$ cat src/inc/lps_pkg.sv
/*
 * Shared constants and types of the light and proximity measurement
 * sequencer: register indices, field positions, reset values, timing.
 * Assumes a 40 MHz system clock; byte address is four times the index.
 */
package lps_pkg;
    localparam int CLK_NS = 25;
    localparam int STEP_NS = 2720000;
    localparam int PULSE_PER_NS = 16000;
    localparam int LED_ON_NS = 7330;
    localparam int STEP_CYC = STEP_NS / CLK_NS;
    localparam int PULSE_PER_CYC = PULSE_PER_NS / CLK_NS;
    localparam int LED_ON_CYC = LED_ON_NS / CLK_NS;

    localparam logic [5:0] IDX_ENABLE = 6'h00;
    localparam logic [5:0] IDX_LIGHT_TIME = 6'h01;
    localparam logic [5:0] IDX_PROX_TIME = 6'h02;
    localparam logic [5:0] IDX_WAIT_TIME = 6'h03;
    localparam logic [5:0] IDX_PULSES = 6'h0E;
    localparam logic [5:0] IDX_CONTROL = 6'h0F;
    localparam logic [5:0] IDX_STATUS = 6'h13;
    localparam logic [5:0] IDX_CLEAR_LO = 6'h14;
    localparam logic [5:0] IDX_CLEAR_HI = 6'h15;
    localparam logic [5:0] IDX_IR_LO = 6'h16;
    localparam logic [5:0] IDX_IR_HI = 6'h17;
    localparam logic [5:0] IDX_PROX_LO = 6'h18;
    localparam logic [5:0] IDX_PROX_HI = 6'h19;

    localparam int BIT_POWER_ON = 0;
    localparam int BIT_LIGHT_EN = 1;
    localparam int BIT_PROX_EN = 2;
    localparam int BIT_WAIT_EN = 3;
    localparam int DRIVE_LSB = 6;

    localparam logic [7:0] RST_ENABLE = 8'h00;
    localparam logic [7:0] RST_TIME = 8'hFF;
    localparam logic [7:0] RST_PULSES = 8'h00;
    localparam logic [7:0] RST_CONTROL = 8'h00;
    localparam logic [8:0] FULL_STEPS = 9'h100;
    localparam logic [18:0] MAX_COUNT = 19'h0FFFF;

    typedef enum logic [2:0] {SEQ_SLEEP, SEQ_START, SEQ_PROX, SEQ_WAIT, SEQ_LIGHT} lps_state_e;
endpackage : lps_pkg

$ cat src/inc/lps_step_if.sv
/*
 * Carrier between the sequencer and its step timer.
 * Assumes both ends share the system clock.
 */
`timescale 1ns/100ps
interface lps_step_if;
    logic start;
    logic [8:0] steps;
    logic done;
    modport seq (output start, output steps, input done);
    modport tmr (input start, input steps, output done);
endinterface : lps_step_if

$ cat src/hdl/lps_step_timer.sv
/*
 * Step timer: counts a number of fixed-length steps and pulses done.
 * Assumes start is a one-cycle pulse; a new start restarts the count.
 */
`timescale 1ns/100ps
module lps_step_timer #(
    parameter int P_STEP_CYCLES = lps_pkg::STEP_CYC
) (
    input wire logic i_sys_clk,
    input wire logic i_rst_n,
    lps_step_if.tmr step
);
    localparam int CW = $clog2(P_STEP_CYCLES + 1);
    localparam logic [CW-1:0] LAST = CW'(P_STEP_CYCLES - 1);

    typedef struct packed {
        logic busy;
        logic [CW-1:0] cyc;
        logic [8:0] left;
        logic done;
    } lps_tmr_s;

    lps_tmr_s st;
    lps_tmr_s next_st;

    always_comb
    begin
        next_st = st;
        next_st.done = 1'b0;
        if (step.start)
        begin
            next_st.busy = 1'b1;
            next_st.cyc = '0;
            next_st.left = step.steps;
        end
        else if (st.busy)
        begin
            if (st.cyc == LAST)
            begin
                next_st.cyc = '0;
                if (st.left <= 9'h001)
                begin
                    next_st.busy = 1'b0;
                    next_st.done = 1'b1;
                end
                else
                begin
                    next_st.left = st.left - 9'h001;
                end
            end
            else
            begin
                next_st.cyc = st.cyc + CW'(1);
            end
        end
    end

    always_ff @(posedge i_sys_clk or negedge i_rst_n)
    begin
        if (!i_rst_n)
            st <= '0;
        else
            st <= next_st;
    end

    assign step.done = st.done;
endmodule : lps_step_timer

$ cat src/hdl/lps_sequencer.sv
/*
 * Light and proximity measurement sequencer with Avalon-MM register slave.
 * Assumes converter pulses arrive synchronous to i_sys_clk, one per count.
 */
// How it works
// - After reset the sequencer sleeps and converts nothing until power-on is set.
// - Setting power-on moves the sequencer from sleep to start.
// - Start leads to proximity, wait, then light, repeating in that order.
// - Each function runs only when its own enable bit is set.
// - Clearing power-on lets running conversions finish, then sleep follows.
// - Power-on is bit 0 of register index 0.
// - Proximity conversion time advances in 2.72 ms steps; 0xFF gives one step.
// - Each converter integrates from 1 to 256 steps per its time register.
// - Full scale is 1024 counts per integration step, capped at 65535.
// - Each proximity measurement emits 0 to 255 LED pulses as programmed.
// - Bursts repeat every 16 us with about 7.33 us LED on time.
// - Two-bit drive level selects 100, 50, 25 or 12.5 mA sink current.
// - Wait timer counts 1 to 256 steps of 2.72 ms; 0xFF gives one.
// - Clear and infrared channels each integrate into their own digital count.
// - Time registers hold two's complement counts: steps equal 256 minus value.
// - Results move to data registers at conversion end, read double buffered.
`timescale 1ns/100ps
module lps_sequencer #(
    parameter int P_STEP_CYCLES = lps_pkg::STEP_CYC
) (
    input wire logic i_sys_clk,
    input wire logic i_rst_n,
    input wire logic [7:0] i_avs_address,
    input wire logic i_avs_read,
    input wire logic i_avs_write,
    input wire logic [3:0] i_avs_byteenable,
    input wire logic [31:0] i_avs_writedata,
    input wire logic i_clear_pulse,
    input wire logic i_ir_pulse,
    output logic [31:0] o_avs_readdata,
    output logic o_avs_waitrequest,
    output logic o_led_sink_output,
    output logic [1:0] o_led_drive_level
);
    localparam logic [9:0] PER_LAST = 10'(lps_pkg::PULSE_PER_CYC - 1);
    localparam logic [9:0] ON_CYC = 10'(lps_pkg::LED_ON_CYC);

    typedef struct packed {
        lps_pkg::lps_state_e state;
        logic run;
        logic tdone;
        logic [7:0] enable;
        logic [7:0] light_integration_time;
        logic [7:0] prox_conversion_time;
        logic [7:0] wait_time_setting;
        logic [7:0] pulses;
        logic [7:0] control;
        logic [15:0] clear_channel_count;
        logic [15:0] infrared_channel_count;
        logic [15:0] prox_count;
        logic [15:0] acc_clear;
        logic [15:0] acc_ir;
        logic [7:0] shadow;
        logic [7:0] pulses_left;
        logic [9:0] pulse_cyc;
        logic led;
        logic tmr_start;
        logic [8:0] tmr_steps;
        logic ack;
        logic waitreq;
        logic [31:0] rdata;
    } lps_seq_s;

    lps_seq_s st;
    lps_seq_s next_st;
    lps_step_if step ();

    // Two's complement time value to a step count of 1 to 256
    function automatic logic [8:0] to_steps(input logic [7:0] t);
        to_steps = lps_pkg::FULL_STEPS - {1'b0, t};
    endfunction : to_steps

    // Saturating count, never above 1024 per step nor 16 bits
    function automatic logic [15:0] sat_add(input logic [15:0] acc, input logic [8:0] steps);
        logic [18:0] lim;
        lim = {steps, 10'h000};
        if (lim > lps_pkg::MAX_COUNT)
            lim = lps_pkg::MAX_COUNT;
        sat_add = ({3'h0, acc} < lim) ? acc + 16'h0001 : acc;
    endfunction : sat_add

    always_comb
    begin
        next_st = st;
        next_st.tmr_start = 1'b0;
        // A done from an aborted earlier run must not end the run just started
        if (step.done && !st.tmr_start)
            next_st.tdone = 1'b1;
        unique case (st.state)
            lps_pkg::SEQ_SLEEP:
            begin
                if (st.enable[lps_pkg::BIT_POWER_ON])
                    next_st.state = lps_pkg::SEQ_START;
            end
            lps_pkg::SEQ_START:
            begin
                next_st.state = st.enable[lps_pkg::BIT_POWER_ON] ? lps_pkg::SEQ_PROX : lps_pkg::SEQ_SLEEP;
            end
            lps_pkg::SEQ_PROX:
            begin
                if (!st.run)
                begin
                    next_st.state = lps_pkg::SEQ_WAIT;
                end
                else
                begin
                    if (i_ir_pulse)
                        next_st.acc_ir = sat_add(st.acc_ir, to_steps(st.prox_conversion_time));
                    if (st.pulses_left != 8'h00)
                    begin
                        next_st.pulse_cyc = (st.pulse_cyc == PER_LAST) ? 10'h000 : st.pulse_cyc + 10'h001;
                        if (st.pulse_cyc == PER_LAST)
                            next_st.pulses_left = st.pulses_left - 8'h01;
                    end
                    // Burst may outlast the conversion time; leave only after both
                    if (st.tdone && st.pulses_left == 8'h00)
                    begin
                        next_st.prox_count = st.acc_ir;
                        next_st.state = st.enable[lps_pkg::BIT_POWER_ON] ? lps_pkg::SEQ_WAIT : lps_pkg::SEQ_SLEEP;
                    end
                end
            end
            lps_pkg::SEQ_WAIT:
            begin
                if (!st.enable[lps_pkg::BIT_POWER_ON])
                    next_st.state = lps_pkg::SEQ_SLEEP;
                else if (!st.run || st.tdone)
                    next_st.state = lps_pkg::SEQ_LIGHT;
            end
            lps_pkg::SEQ_LIGHT:
            begin
                if (!st.run)
                begin
                    next_st.state = st.enable[lps_pkg::BIT_POWER_ON] ? lps_pkg::SEQ_START : lps_pkg::SEQ_SLEEP;
                end
                else
                begin
                    if (i_clear_pulse)
                        next_st.acc_clear = sat_add(st.acc_clear, to_steps(st.light_integration_time));
                    if (i_ir_pulse)
                        next_st.acc_ir = sat_add(st.acc_ir, to_steps(st.light_integration_time));
                    if (st.tdone)
                    begin
                        next_st.clear_channel_count = st.acc_clear;
                        next_st.infrared_channel_count = st.acc_ir;
                        next_st.state = st.enable[lps_pkg::BIT_POWER_ON] ? lps_pkg::SEQ_START : lps_pkg::SEQ_SLEEP;
                    end
                end
            end
        endcase

        // Entry into a measuring state arms its timer and clears its sums
        if (next_st.state != st.state)
        begin
            next_st.tdone = 1'b0;
            next_st.acc_clear = 16'h0000;
            next_st.acc_ir = 16'h0000;
            next_st.pulses_left = 8'h00;
            next_st.pulse_cyc = 10'h000;
            next_st.run = 1'b0;
            unique case (next_st.state)
                lps_pkg::SEQ_PROX:
                begin
                    next_st.run = st.enable[lps_pkg::BIT_PROX_EN];
                    next_st.tmr_steps = to_steps(st.prox_conversion_time);
                    next_st.pulses_left = st.enable[lps_pkg::BIT_PROX_EN] ? st.pulses : 8'h00;
                end
                lps_pkg::SEQ_WAIT:
                begin
                    next_st.run = st.enable[lps_pkg::BIT_WAIT_EN];
                    next_st.tmr_steps = to_steps(st.wait_time_setting);
                end
                lps_pkg::SEQ_LIGHT:
                begin
                    next_st.run = st.enable[lps_pkg::BIT_LIGHT_EN];
                    next_st.tmr_steps = to_steps(st.light_integration_time);
                end
                default:
                begin
                    next_st.run = 1'b0;
                end
            endcase
            next_st.tmr_start = next_st.run;
        end
        next_st.led = (next_st.state == lps_pkg::SEQ_PROX) && (next_st.pulses_left != 8'h00)
                      && (next_st.pulse_cyc < ON_CYC);

        // Bus slave: request taken, one cycle later waitrequest drops
        next_st.ack = (i_avs_read || i_avs_write) && !st.ack;
        next_st.waitreq = !next_st.ack;
        if (i_avs_read && !st.ack)
        begin
            next_st.rdata = 32'h0000_0000;
            unique case (i_avs_address[7:2])
                lps_pkg::IDX_ENABLE: next_st.rdata[7:0] = st.enable;
                lps_pkg::IDX_LIGHT_TIME: next_st.rdata[7:0] = st.light_integration_time;
                lps_pkg::IDX_PROX_TIME: next_st.rdata[7:0] = st.prox_conversion_time;
                lps_pkg::IDX_WAIT_TIME: next_st.rdata[7:0] = st.wait_time_setting;
                lps_pkg::IDX_PULSES: next_st.rdata[7:0] = st.pulses;
                lps_pkg::IDX_CONTROL: next_st.rdata[7:0] = st.control;
                lps_pkg::IDX_STATUS: next_st.rdata[7:0] = {5'h00, st.state};
                // Low byte read freezes the high byte of the same word
                lps_pkg::IDX_CLEAR_LO:
                begin
                    next_st.rdata[7:0] = st.clear_channel_count[7:0];
                    next_st.shadow = st.clear_channel_count[15:8];
                end
                lps_pkg::IDX_IR_LO:
                begin
                    next_st.rdata[7:0] = st.infrared_channel_count[7:0];
                    next_st.shadow = st.infrared_channel_count[15:8];
                end
                lps_pkg::IDX_PROX_LO:
                begin
                    next_st.rdata[7:0] = st.prox_count[7:0];
                    next_st.shadow = st.prox_count[15:8];
                end
                lps_pkg::IDX_CLEAR_HI, lps_pkg::IDX_IR_HI, lps_pkg::IDX_PROX_HI:
                    next_st.rdata[7:0] = st.shadow;
                default: next_st.rdata = 32'h0000_0000;
            endcase
        end
        if (i_avs_write && st.ack && i_avs_byteenable[0])
        begin
            unique case (i_avs_address[7:2])
                lps_pkg::IDX_ENABLE: next_st.enable = i_avs_writedata[7:0];
                lps_pkg::IDX_LIGHT_TIME: next_st.light_integration_time = i_avs_writedata[7:0];
                lps_pkg::IDX_PROX_TIME: next_st.prox_conversion_time = i_avs_writedata[7:0];
                lps_pkg::IDX_WAIT_TIME: next_st.wait_time_setting = i_avs_writedata[7:0];
                lps_pkg::IDX_PULSES: next_st.pulses = i_avs_writedata[7:0];
                lps_pkg::IDX_CONTROL: next_st.control = i_avs_writedata[7:0];
                default: next_st.control = st.control;
            endcase
        end
    end

    always_ff @(posedge i_sys_clk or negedge i_rst_n)
    begin
        if (!i_rst_n)
        begin
            st <= '0;
            st.state <= lps_pkg::SEQ_SLEEP;
            st.enable <= lps_pkg::RST_ENABLE;
            st.light_integration_time <= lps_pkg::RST_TIME;
            st.prox_conversion_time <= lps_pkg::RST_TIME;
            st.wait_time_setting <= lps_pkg::RST_TIME;
            st.pulses <= lps_pkg::RST_PULSES;
            st.control <= lps_pkg::RST_CONTROL;
            st.waitreq <= 1'b1;
        end
        else
        begin
            st <= next_st;
        end
    end

    assign step.start = st.tmr_start;
    assign step.steps = st.tmr_steps;

    lps_step_timer #(.P_STEP_CYCLES(P_STEP_CYCLES)) u_timer (
        .i_sys_clk(i_sys_clk),
        .i_rst_n(i_rst_n),
        .step(step)
    );

    assign o_avs_readdata = st.rdata;
    assign o_avs_waitrequest = st.waitreq;
    assign o_led_sink_output = st.led;
    // Drive code maps to sink current in the analog LED driver
    assign o_led_drive_level = st.control[lps_pkg::DRIVE_LSB +: 2];

    a_sleep_quiet: assert property (@(posedge i_sys_clk) disable iff (!i_rst_n)
        st.state == lps_pkg::SEQ_SLEEP |-> !st.led && !st.tmr_start)
        else $error("activity in sleep");
    a_power_wakes: assert property (@(posedge i_sys_clk) disable iff (!i_rst_n)
        st.state == lps_pkg::SEQ_SLEEP && st.enable[0] |=> st.state == lps_pkg::SEQ_START)
        else $error("power-on did not wake");
    a_prox_order: assert property (@(posedge i_sys_clk) disable iff (!i_rst_n)
        st.state == lps_pkg::SEQ_PROX ##1 st.state != lps_pkg::SEQ_PROX
        |-> st.state == lps_pkg::SEQ_WAIT || st.state == lps_pkg::SEQ_SLEEP)
        else $error("prox not followed by wait");
    a_skip_wait: assert property (@(posedge i_sys_clk) disable iff (!i_rst_n)
        st.state == lps_pkg::SEQ_WAIT && !st.run |=> st.state != lps_pkg::SEQ_WAIT)
        else $error("disabled wait not skipped");
    a_led_enabled: assert property (@(posedge i_sys_clk) disable iff (!i_rst_n)
        st.led |-> st.state == lps_pkg::SEQ_PROX && st.run)
        else $error("led outside enabled prox");
    a_zero_pulses: assert property (@(posedge i_sys_clk) disable iff (!i_rst_n)
        $rose(st.state == lps_pkg::SEQ_PROX) && st.pulses == 8'h00 |-> !st.led [*8])
        else $error("led lit with zero pulses");
    a_led_on_time: assert property (@(posedge i_sys_clk) disable iff (!i_rst_n)
        $fell(st.led) && st.state == lps_pkg::SEQ_PROX |-> $past(st.pulse_cyc) == ON_CYC - 10'h001)
        else $error("led on time wrong");
    a_data_update: assert property (@(posedge i_sys_clk) disable iff (!i_rst_n)
        $changed(st.clear_channel_count) |-> $past(st.state) == lps_pkg::SEQ_LIGHT && $past(st.tdone))
        else $error("data changed mid conversion");
    a_bus_answer: assert property (@(posedge i_sys_clk) disable iff (!i_rst_n)
        (i_avs_read || i_avs_write) && o_avs_waitrequest |=> !o_avs_waitrequest ##1 o_avs_waitrequest)
        else $error("bus answer not one cycle");
endmodule : lps_sequencer

$ cat config.mk
export PLATFORM = sky130hd
export DESIGN_NAME = lps_sequencer
export DESIGN_NICKNAME = d
export VERILOG_FILES = /design/src/inc/lps_pkg.sv /design/src/inc/lps_step_if.sv /design/src/hdl/lps_step_timer.sv /design/src/hdl/lps_sequencer.sv
export SDC_FILE = /design/constraint.sdc
export NUM_CORES = 1
export LEC_CHECK = 0
export CORE_ASPECT_RATIO = 2
export CORE_MARGIN = 2
export CORE_UTILIZATION = 65
export CTS_CLUSTER_SIZE = 28
export DETAILED_ROUTE_END_ITERATION = 7
export DONT_BUFFER_PORTS = 1
export PLACE_DENSITY = 0.93
export SETUP_SLACK_MARGIN = 0.05
export SLEW_MARGIN = 0
export SYNTH_ARGS = -nofsm -noshare
export SYNTH_HDL_FRONTEND = slang
export SYNTH_HIERARCHICAL = 1
export SYNTH_SLANG_ARGS = --single-unit
export TNS_END_PERCENT = 5
$ cat constraint.sdc
create_clock -name i_sys_clk -period 4 [get_ports i_sys_clk]
set_input_delay 0.4 -clock i_sys_clk [delete_from_list [all_inputs] [get_ports i_sys_clk]]
set_output_delay 0.4 -clock i_sys_clk [all_outputs]
set_load 0.01 [all_outputs]
# After elaboration in Yosys (flattened, before gate mapping)
# Index checks and enable logic that the tools add are counted.
# totals
register_bits	208
out_inout_bits	36
elab_cells	172
# op_classes
addsub	9
magnitude_cmp	7
n_eq_ne	29
muxes	57
n_reduce_logical	43
# op_table
operator	n
$mux W19	11
$mux W16	8
$pmux W8 S11	1
$mux W18	4
$mux W32	2
$lt A16 B19 Y1	3
$eq A6 B5 Y1 const B	7
$gt A19 B16 Y1 const B	2
$add A16 B1 Y16 const B	2
$pmux W16 S2	1
$mux W10	3
$mux W28	1
$mux W27	1
$pmux W9 S3	1
$sub A9 B8 Y9 const A	3
$mux W8	3
$pmux W8 S3	1
$mux W3	7
$ne A3 B3 Y1 const B	6
$add A17 B1 Y17 const B	1
$eq A17 B17 Y1 const B	1
$mux W17	1
$reduce_and A2 Y1	8
$reduce_bool A8 Y1	2
31 further kinds	65

# Longest topological paths before layout
# logic_depth
word_depth	12
ltp_mapped	17

# By module
# Netlist, hierarchy kept.
# by_module_without_submodules
mod	n_inst	cells_per_inst	area_each_um2	seq_area_each_um2
lps_sequencer	1	1052	10487.6	4535.6
lps_step_timer	1	180	1654.1	700.7

# Worst setup path before layout
# OpenSTA, ideal clock, no wires.
# synth_path
path_kind	register to register
startpoint	register st[177] in the netlist's numbering
endpoint	register st[73] in the netlist's numbering
arrival_time_ns	3.486
setup_slack_ns	0.432
path_stages_with_launch	18
n_path_buf	2
path_cell_list	dfstp_2 -> clkbuf_1 -> nor4_1 -> nand2_1 -> or2_2 -> o21ai_0 -> nand2_1 -> inv_1 -> ha_1 -> a21oi_1 -> o21ai_0 -> a221oi_1 -> o21ai_1 -> nand4_1 -> a22oi_2 -> buf_6 -> or3_1 -> a31oi_1
# synth_between
elab_chain_cells	9
# synth_lines
element	line_no	rtl
from (decl)	lps_sequencer.sv:69	lps_seq_s st;
from (signal assigned)	lps_sequencer.sv:258	st <= next_st;
$sub A9 B8 Y9 *	lps_sequencer.sv:75	to_steps = lps_pkg::FULL_STEPS - {1'b0, t};
$gt A19 B16 Y1	lps_sequencer.sv:82	if (lim > lps_pkg::MAX_COUNT)
$mux W19 *	lps_sequencer.sv:82	
$mux W19 *	lps_sequencer.sv:112	if (i_ir_pulse)
$mux W19 *	lps_sequencer.sv:106	if (!st.run)
$mux W19 *	lps_sequencer.sv:94	unique case (st.state)
$lt A16 B19 Y1 *	lps_sequencer.sv:84	sat_add = ({3'h0, acc} < lim) ? acc + 16'h0001 : acc;
$ne A3 B3 Y1 (no source line) *	n/a	
$reduce_and A7 Y1 (no source line) *	n/a	
# Every way passes the cells marked *; elsewhere a longest branch is shown, timed or not. The select of a mux whose other input is x is not followed.
# A chain may end at the register's enable or synchronous reset.

# Final worst setup path
# layout_path
startpoint	register st[183] in the netlist's numbering
endpoint	register st[102] in the netlist's numbering
# layout_between
elab_chain_cells	9
# layout_lines
element	line_no	rtl
$sub A9 B8 Y9 *	lps_sequencer.sv:75	
$gt A19 B16 Y1	lps_sequencer.sv:82	
$mux W19 *	lps_sequencer.sv:82	
$mux W19 *	lps_sequencer.sv:143	if (i_clear_pulse)
$mux W19 *	lps_sequencer.sv:137	if (!st.run)
$mux W19 *	lps_sequencer.sv:94	
$lt A16 B19 Y1 *	lps_sequencer.sv:84	
$reduce_bool A2 Y1 (no source line) *	n/a	
$reduce_and A4 Y1 (no source line) *	n/a	
# Marks and branches as above.

==> flow_summary_export.csv <==
group,metric,value,unit
power,p_total,5.680,mW
logic_synthesis,synth_area_leaders,"dfrtp_1 (38%), mux2_2 (9.2%), dfstp_2 (5.4%)",
worst_setup_path,crit_arrival,4.15,ns
die,die_x,100.6,um
grt,grt_pass1_wl,52.10,mm
route,num_vias,9746,
route,detail-route-antenna-nets,0,
logic_synthesis,muxShareOfSynthArea,10.58,%
finish,utilization,69.60,%
sta,tightest_slew,0.9087,ns
logic_synthesis,synth_most_common_cell,"dfrtp_1",
worst_setup_path,rrSetupSlack,0.27,ns
logic_synthesis,synth_ff_type,"dfrtp_1",
sta,maxSlewViolCount,0,
worst_hold_path,hold_class,"in -> async",
clock_network,cts_tree,"done",
logic_synthesis,synth-edff-count,0,
die,die_y,197.3,um
logic_synthesis,netlist_instances,1232,
route,drc,0,
run_status,status,"complete, but fails checks",
worst_setup_path,crit_type,"reg -> reg",
die,rows,70,
sta,rsz0062_at_grt,"true",
sta,hold_viol,208,
sta,max-slew-margin-rel,39.27,%
logic_synthesis,synth_top_family_by_area,"simple AND/OR/NAND/NOR gates",
finish,layout.nets,1292,
die,dieArea,19850,um^2
clock_network,clock_latency,0.50,ns
logic_synthesis,synth_compound_area_share,14.88,%
finish,drive_above_1_share,18.10,%
route,route.top_layer_used,"met4",
sta,tns,0,ns
power,power_density,445.8,nW/um^2
worst_setup_path,reg2reg_depth,12,
finish,fill_cells,1326,
sta,fmax,268.2,MHz
clock_network,clock-sinks,208,
logic_synthesis,synth_xor_area_share,2.741,%
run_status,violations,"negative hold slack",
grt,overflow,0,
route,met3_length,1.472,mm
logic_synthesis,synth_top_area_cell,"dfrtp_1",
worst_setup_path,cp_max_fo,14,
place,portBuffers,0,
route,firstDrtPassIters,7,
route,drtIter0Drc,645,
sta,holdWs,-0.4075,ns
power,leakagePower,5.730,nW
logic_synthesis,yosysUniqueCellTypes,93,
sta,finalClockSkew,0.007778,ns
die,initial_core_util,66.33,%
die,core,18310,um^2
route,met2RoutedLength,17.32,mm
grt,grt.total_usage,34.03,%
grt,grt_pass1_vias,9675,
logic_synthesis,ys_warn_count,6,
logic_synthesis,yosysSeqAreaShare,43.13,%
logic_synthesis,synth-simple-area-share,19.03,%
grt,grt_max_degree,209,
die,ioPinCount,86,
worst_setup_path,r2r_start,"st[183]$_DFFE_PN1P_",
logic_synthesis,synth_area,12140,um^2
worst_setup_path,rr_endpoint,"st[102]$_DFFE_PN0P_",
route,wl_per_cell,22.89,um
logic_synthesis,yosysTopAreaCellShare,37.72,%
sta,finalSetupViolCount,0,
route,viasPerCell,6.782,
place,place.gp.congestion,0.9756,
clock_network,clockBufferDepth,3,
clock_network,cts_buffers,19,
worst_setup_path,worstSetupStartpointType,"flop",
clock_network,htreeDepth,1,
finish,syn2layout_area_growth,4.936,%
flow_run,maxCapViolations,0,
worst_setup_path,end_kind,"flop",
finish,antennaDiodeCount,0,
clock_network,root_buffer,"clkbuf_16",
grt,antenna_found_initial,0,
sta,layout_min_cycle_time,3.729,ns
logic_synthesis,syn_avg_cell_area,9.855,um^2
route,wl_met1,11.09,mm
worst_setup_path,required,4.42,ns
logic_synthesis,synthAdderAreaFrac,3.586,%
logic_synthesis,ys_top_cells_by_count,"dfrtp_1 (183), nand2_1 (107), mux2_2 (99), nor2_1 (85), a21oi_1 (63)",
route,drt-total-wl,32.89,mm
power,vdd.ir_drop.worst,0.4211,mV
sta,period_share,93.23,%
place,hpwl,23.88,mm
logic_synthesis,ys_seq_elements,208,
logic_synthesis,async_reset_ff_share,100.0,%
clock_network,clkTransAtPathRegs,0.07,ns
-- power by group --
group / total, mW / internal (mW) / switching, mW
Sequential: 2.43 / 2.25 / 0.180
Clock: 1.93 / 1.11 / 0.816
Combinational: 1.32 / 0.444 / 0.881
-- what timing repair did --
| action | in CTS | in global routing |
|---|---|---|
| gates resized for setup | 0 | 3 |
| endpoints found under the hold margin | 208 | 208 |
| buffers inserted | 0 | 0 |
| endpoints found under the setup margin | 0 | 16 |
-- worst max-delay path by stage --
| stage | start | end | cells past startpoint |
|---|---|---|---|
| 6_report | st[183]$_DFFE_PN1P_ | st[102]$_DFFE_PN0P_ | 12 |
| 5_1_grt | st[178]$_DFFE_PN1P_ | st[85]$_DFFE_PN0P_ | 17 |
| 4_1_cts | st[183]$_DFFE_PN1P_ | st[102]$_DFFE_PN0P_ | 12 |
| 3_5_place_dp | st[178]$_DFFE_PN1P_ | st[78]$_DFFE_PN0P_ | 15 |
| 3_3_place_gp | st[178]$_DFFE_PN1P_ | st[86]$_DFFE_PN0P_ | 15 |
| 2_1_floorplan | st[177]$_DFFE_PN1P_ | st[73]$_DFFE_PN0P_ | 17 |
-- metrics by stage --
step                cell area [um^2]  worst slack (ns)  cells
floorplan                      12230            0.4317   1255
global placement               12090            0.2720   1403
detailed placement             12090            0.2062   1403
CTS                            12730            0.1752   1437
global route                   12740           0.04390   1437
finish                         12740            0.2709   1437
-- layer usage --
| metal | GRT usage, % | up-vias |
|---|---|---|
| met5 | 0 | - |
| met4 | 25.88 | 0 |
| met3 | 4.423 | 145 |
| met2 | 59.85 | 372 |
| met1 | 35.94 | 4788 |
| li1 | - | 4441 |
-- placed cells by master (no fill, tap or decap), types with 16 or more instances in the layout --
| master | n |
|---|---|
| inv_1 | 25 |
| conb_1 | 24 |
| a22o_1 | 17 |
| o21ai_0 | 54 |
| clkbuf_16 | 19 |
| mux2i_1 | 17 |
| buf_4 | 28 |
| xnor2_1 | 16 |
| a31oi_1 | 22 |
| nor2_1 | 85 |
| dfstp_2 | 25 |
| a22oi_1 | 22 |
| nand2b_1 | 17 |
| and3_1 | 21 |
| a21oi_1 | 63 |
| dfrtp_1 | 183 |
| ha_1 | 34 |
| nand4_1 | 24 |
| xor2_1 | 22 |
| nor3_1 | 27 |
| mux2_2 | 99 |
| nand3_1 | 53 |
| nand2_1 | 107 |
-- cell type report --
type | instances | area, um^2 | share of cell area [%]
Sequential cell | 208 | 5236 | 41.10
Tap cell | 216 | 270.3 | 2.121
Multi-Input combinational cell | 924 | 6275 | 49.25
Clock buffer | 24 | 514.2 | 4.036
Inverter | 27 | 101.3 | 0.7954
Timing Repair Buffer | 28 | 210.2 | 1.650
Clock inverter | 10 | 133.9 | 1.051
-- flip-flops by register name, indices dropped and copies added, names as in the netlist --
register and count:
o_avs_readdata 8, o_avs_waitrequest 1, o_led_drive_level 2, o_led_sink_output 1, st 158, step.start 1, step.steps 9, u_timer/st 27
u_timer/step.done 1
-- logic make-up (layout without fill, tap and decap cells) --
kind of cell	Yosys count	count (layout)
and+or+nand+nor	441	441
muxes	116	116
other	1	24
adders and majority gates	35	35
buffers and inverters	123	89
DFF	208	208
xor gates and xnor gates	38	38
AOI/OAI and AO/OA	270	270
-- critical path, stage by stage, from the launching register on --
cell,delay (ns)
dfstp_2,0.53
inv_1,0.06
ha_1,0.25
and2b_2,0.26
a21boi_1,0.23
o21ai_0,0.15
buf_4,0.17
nor2b_1,0.23
ha_1,0.32
a2111oi_2,0.49
nand2_2,0.28
or4_1,0.52
a21oi_1,0.16
Note: power is estimated with default switching activity, not from simulation.
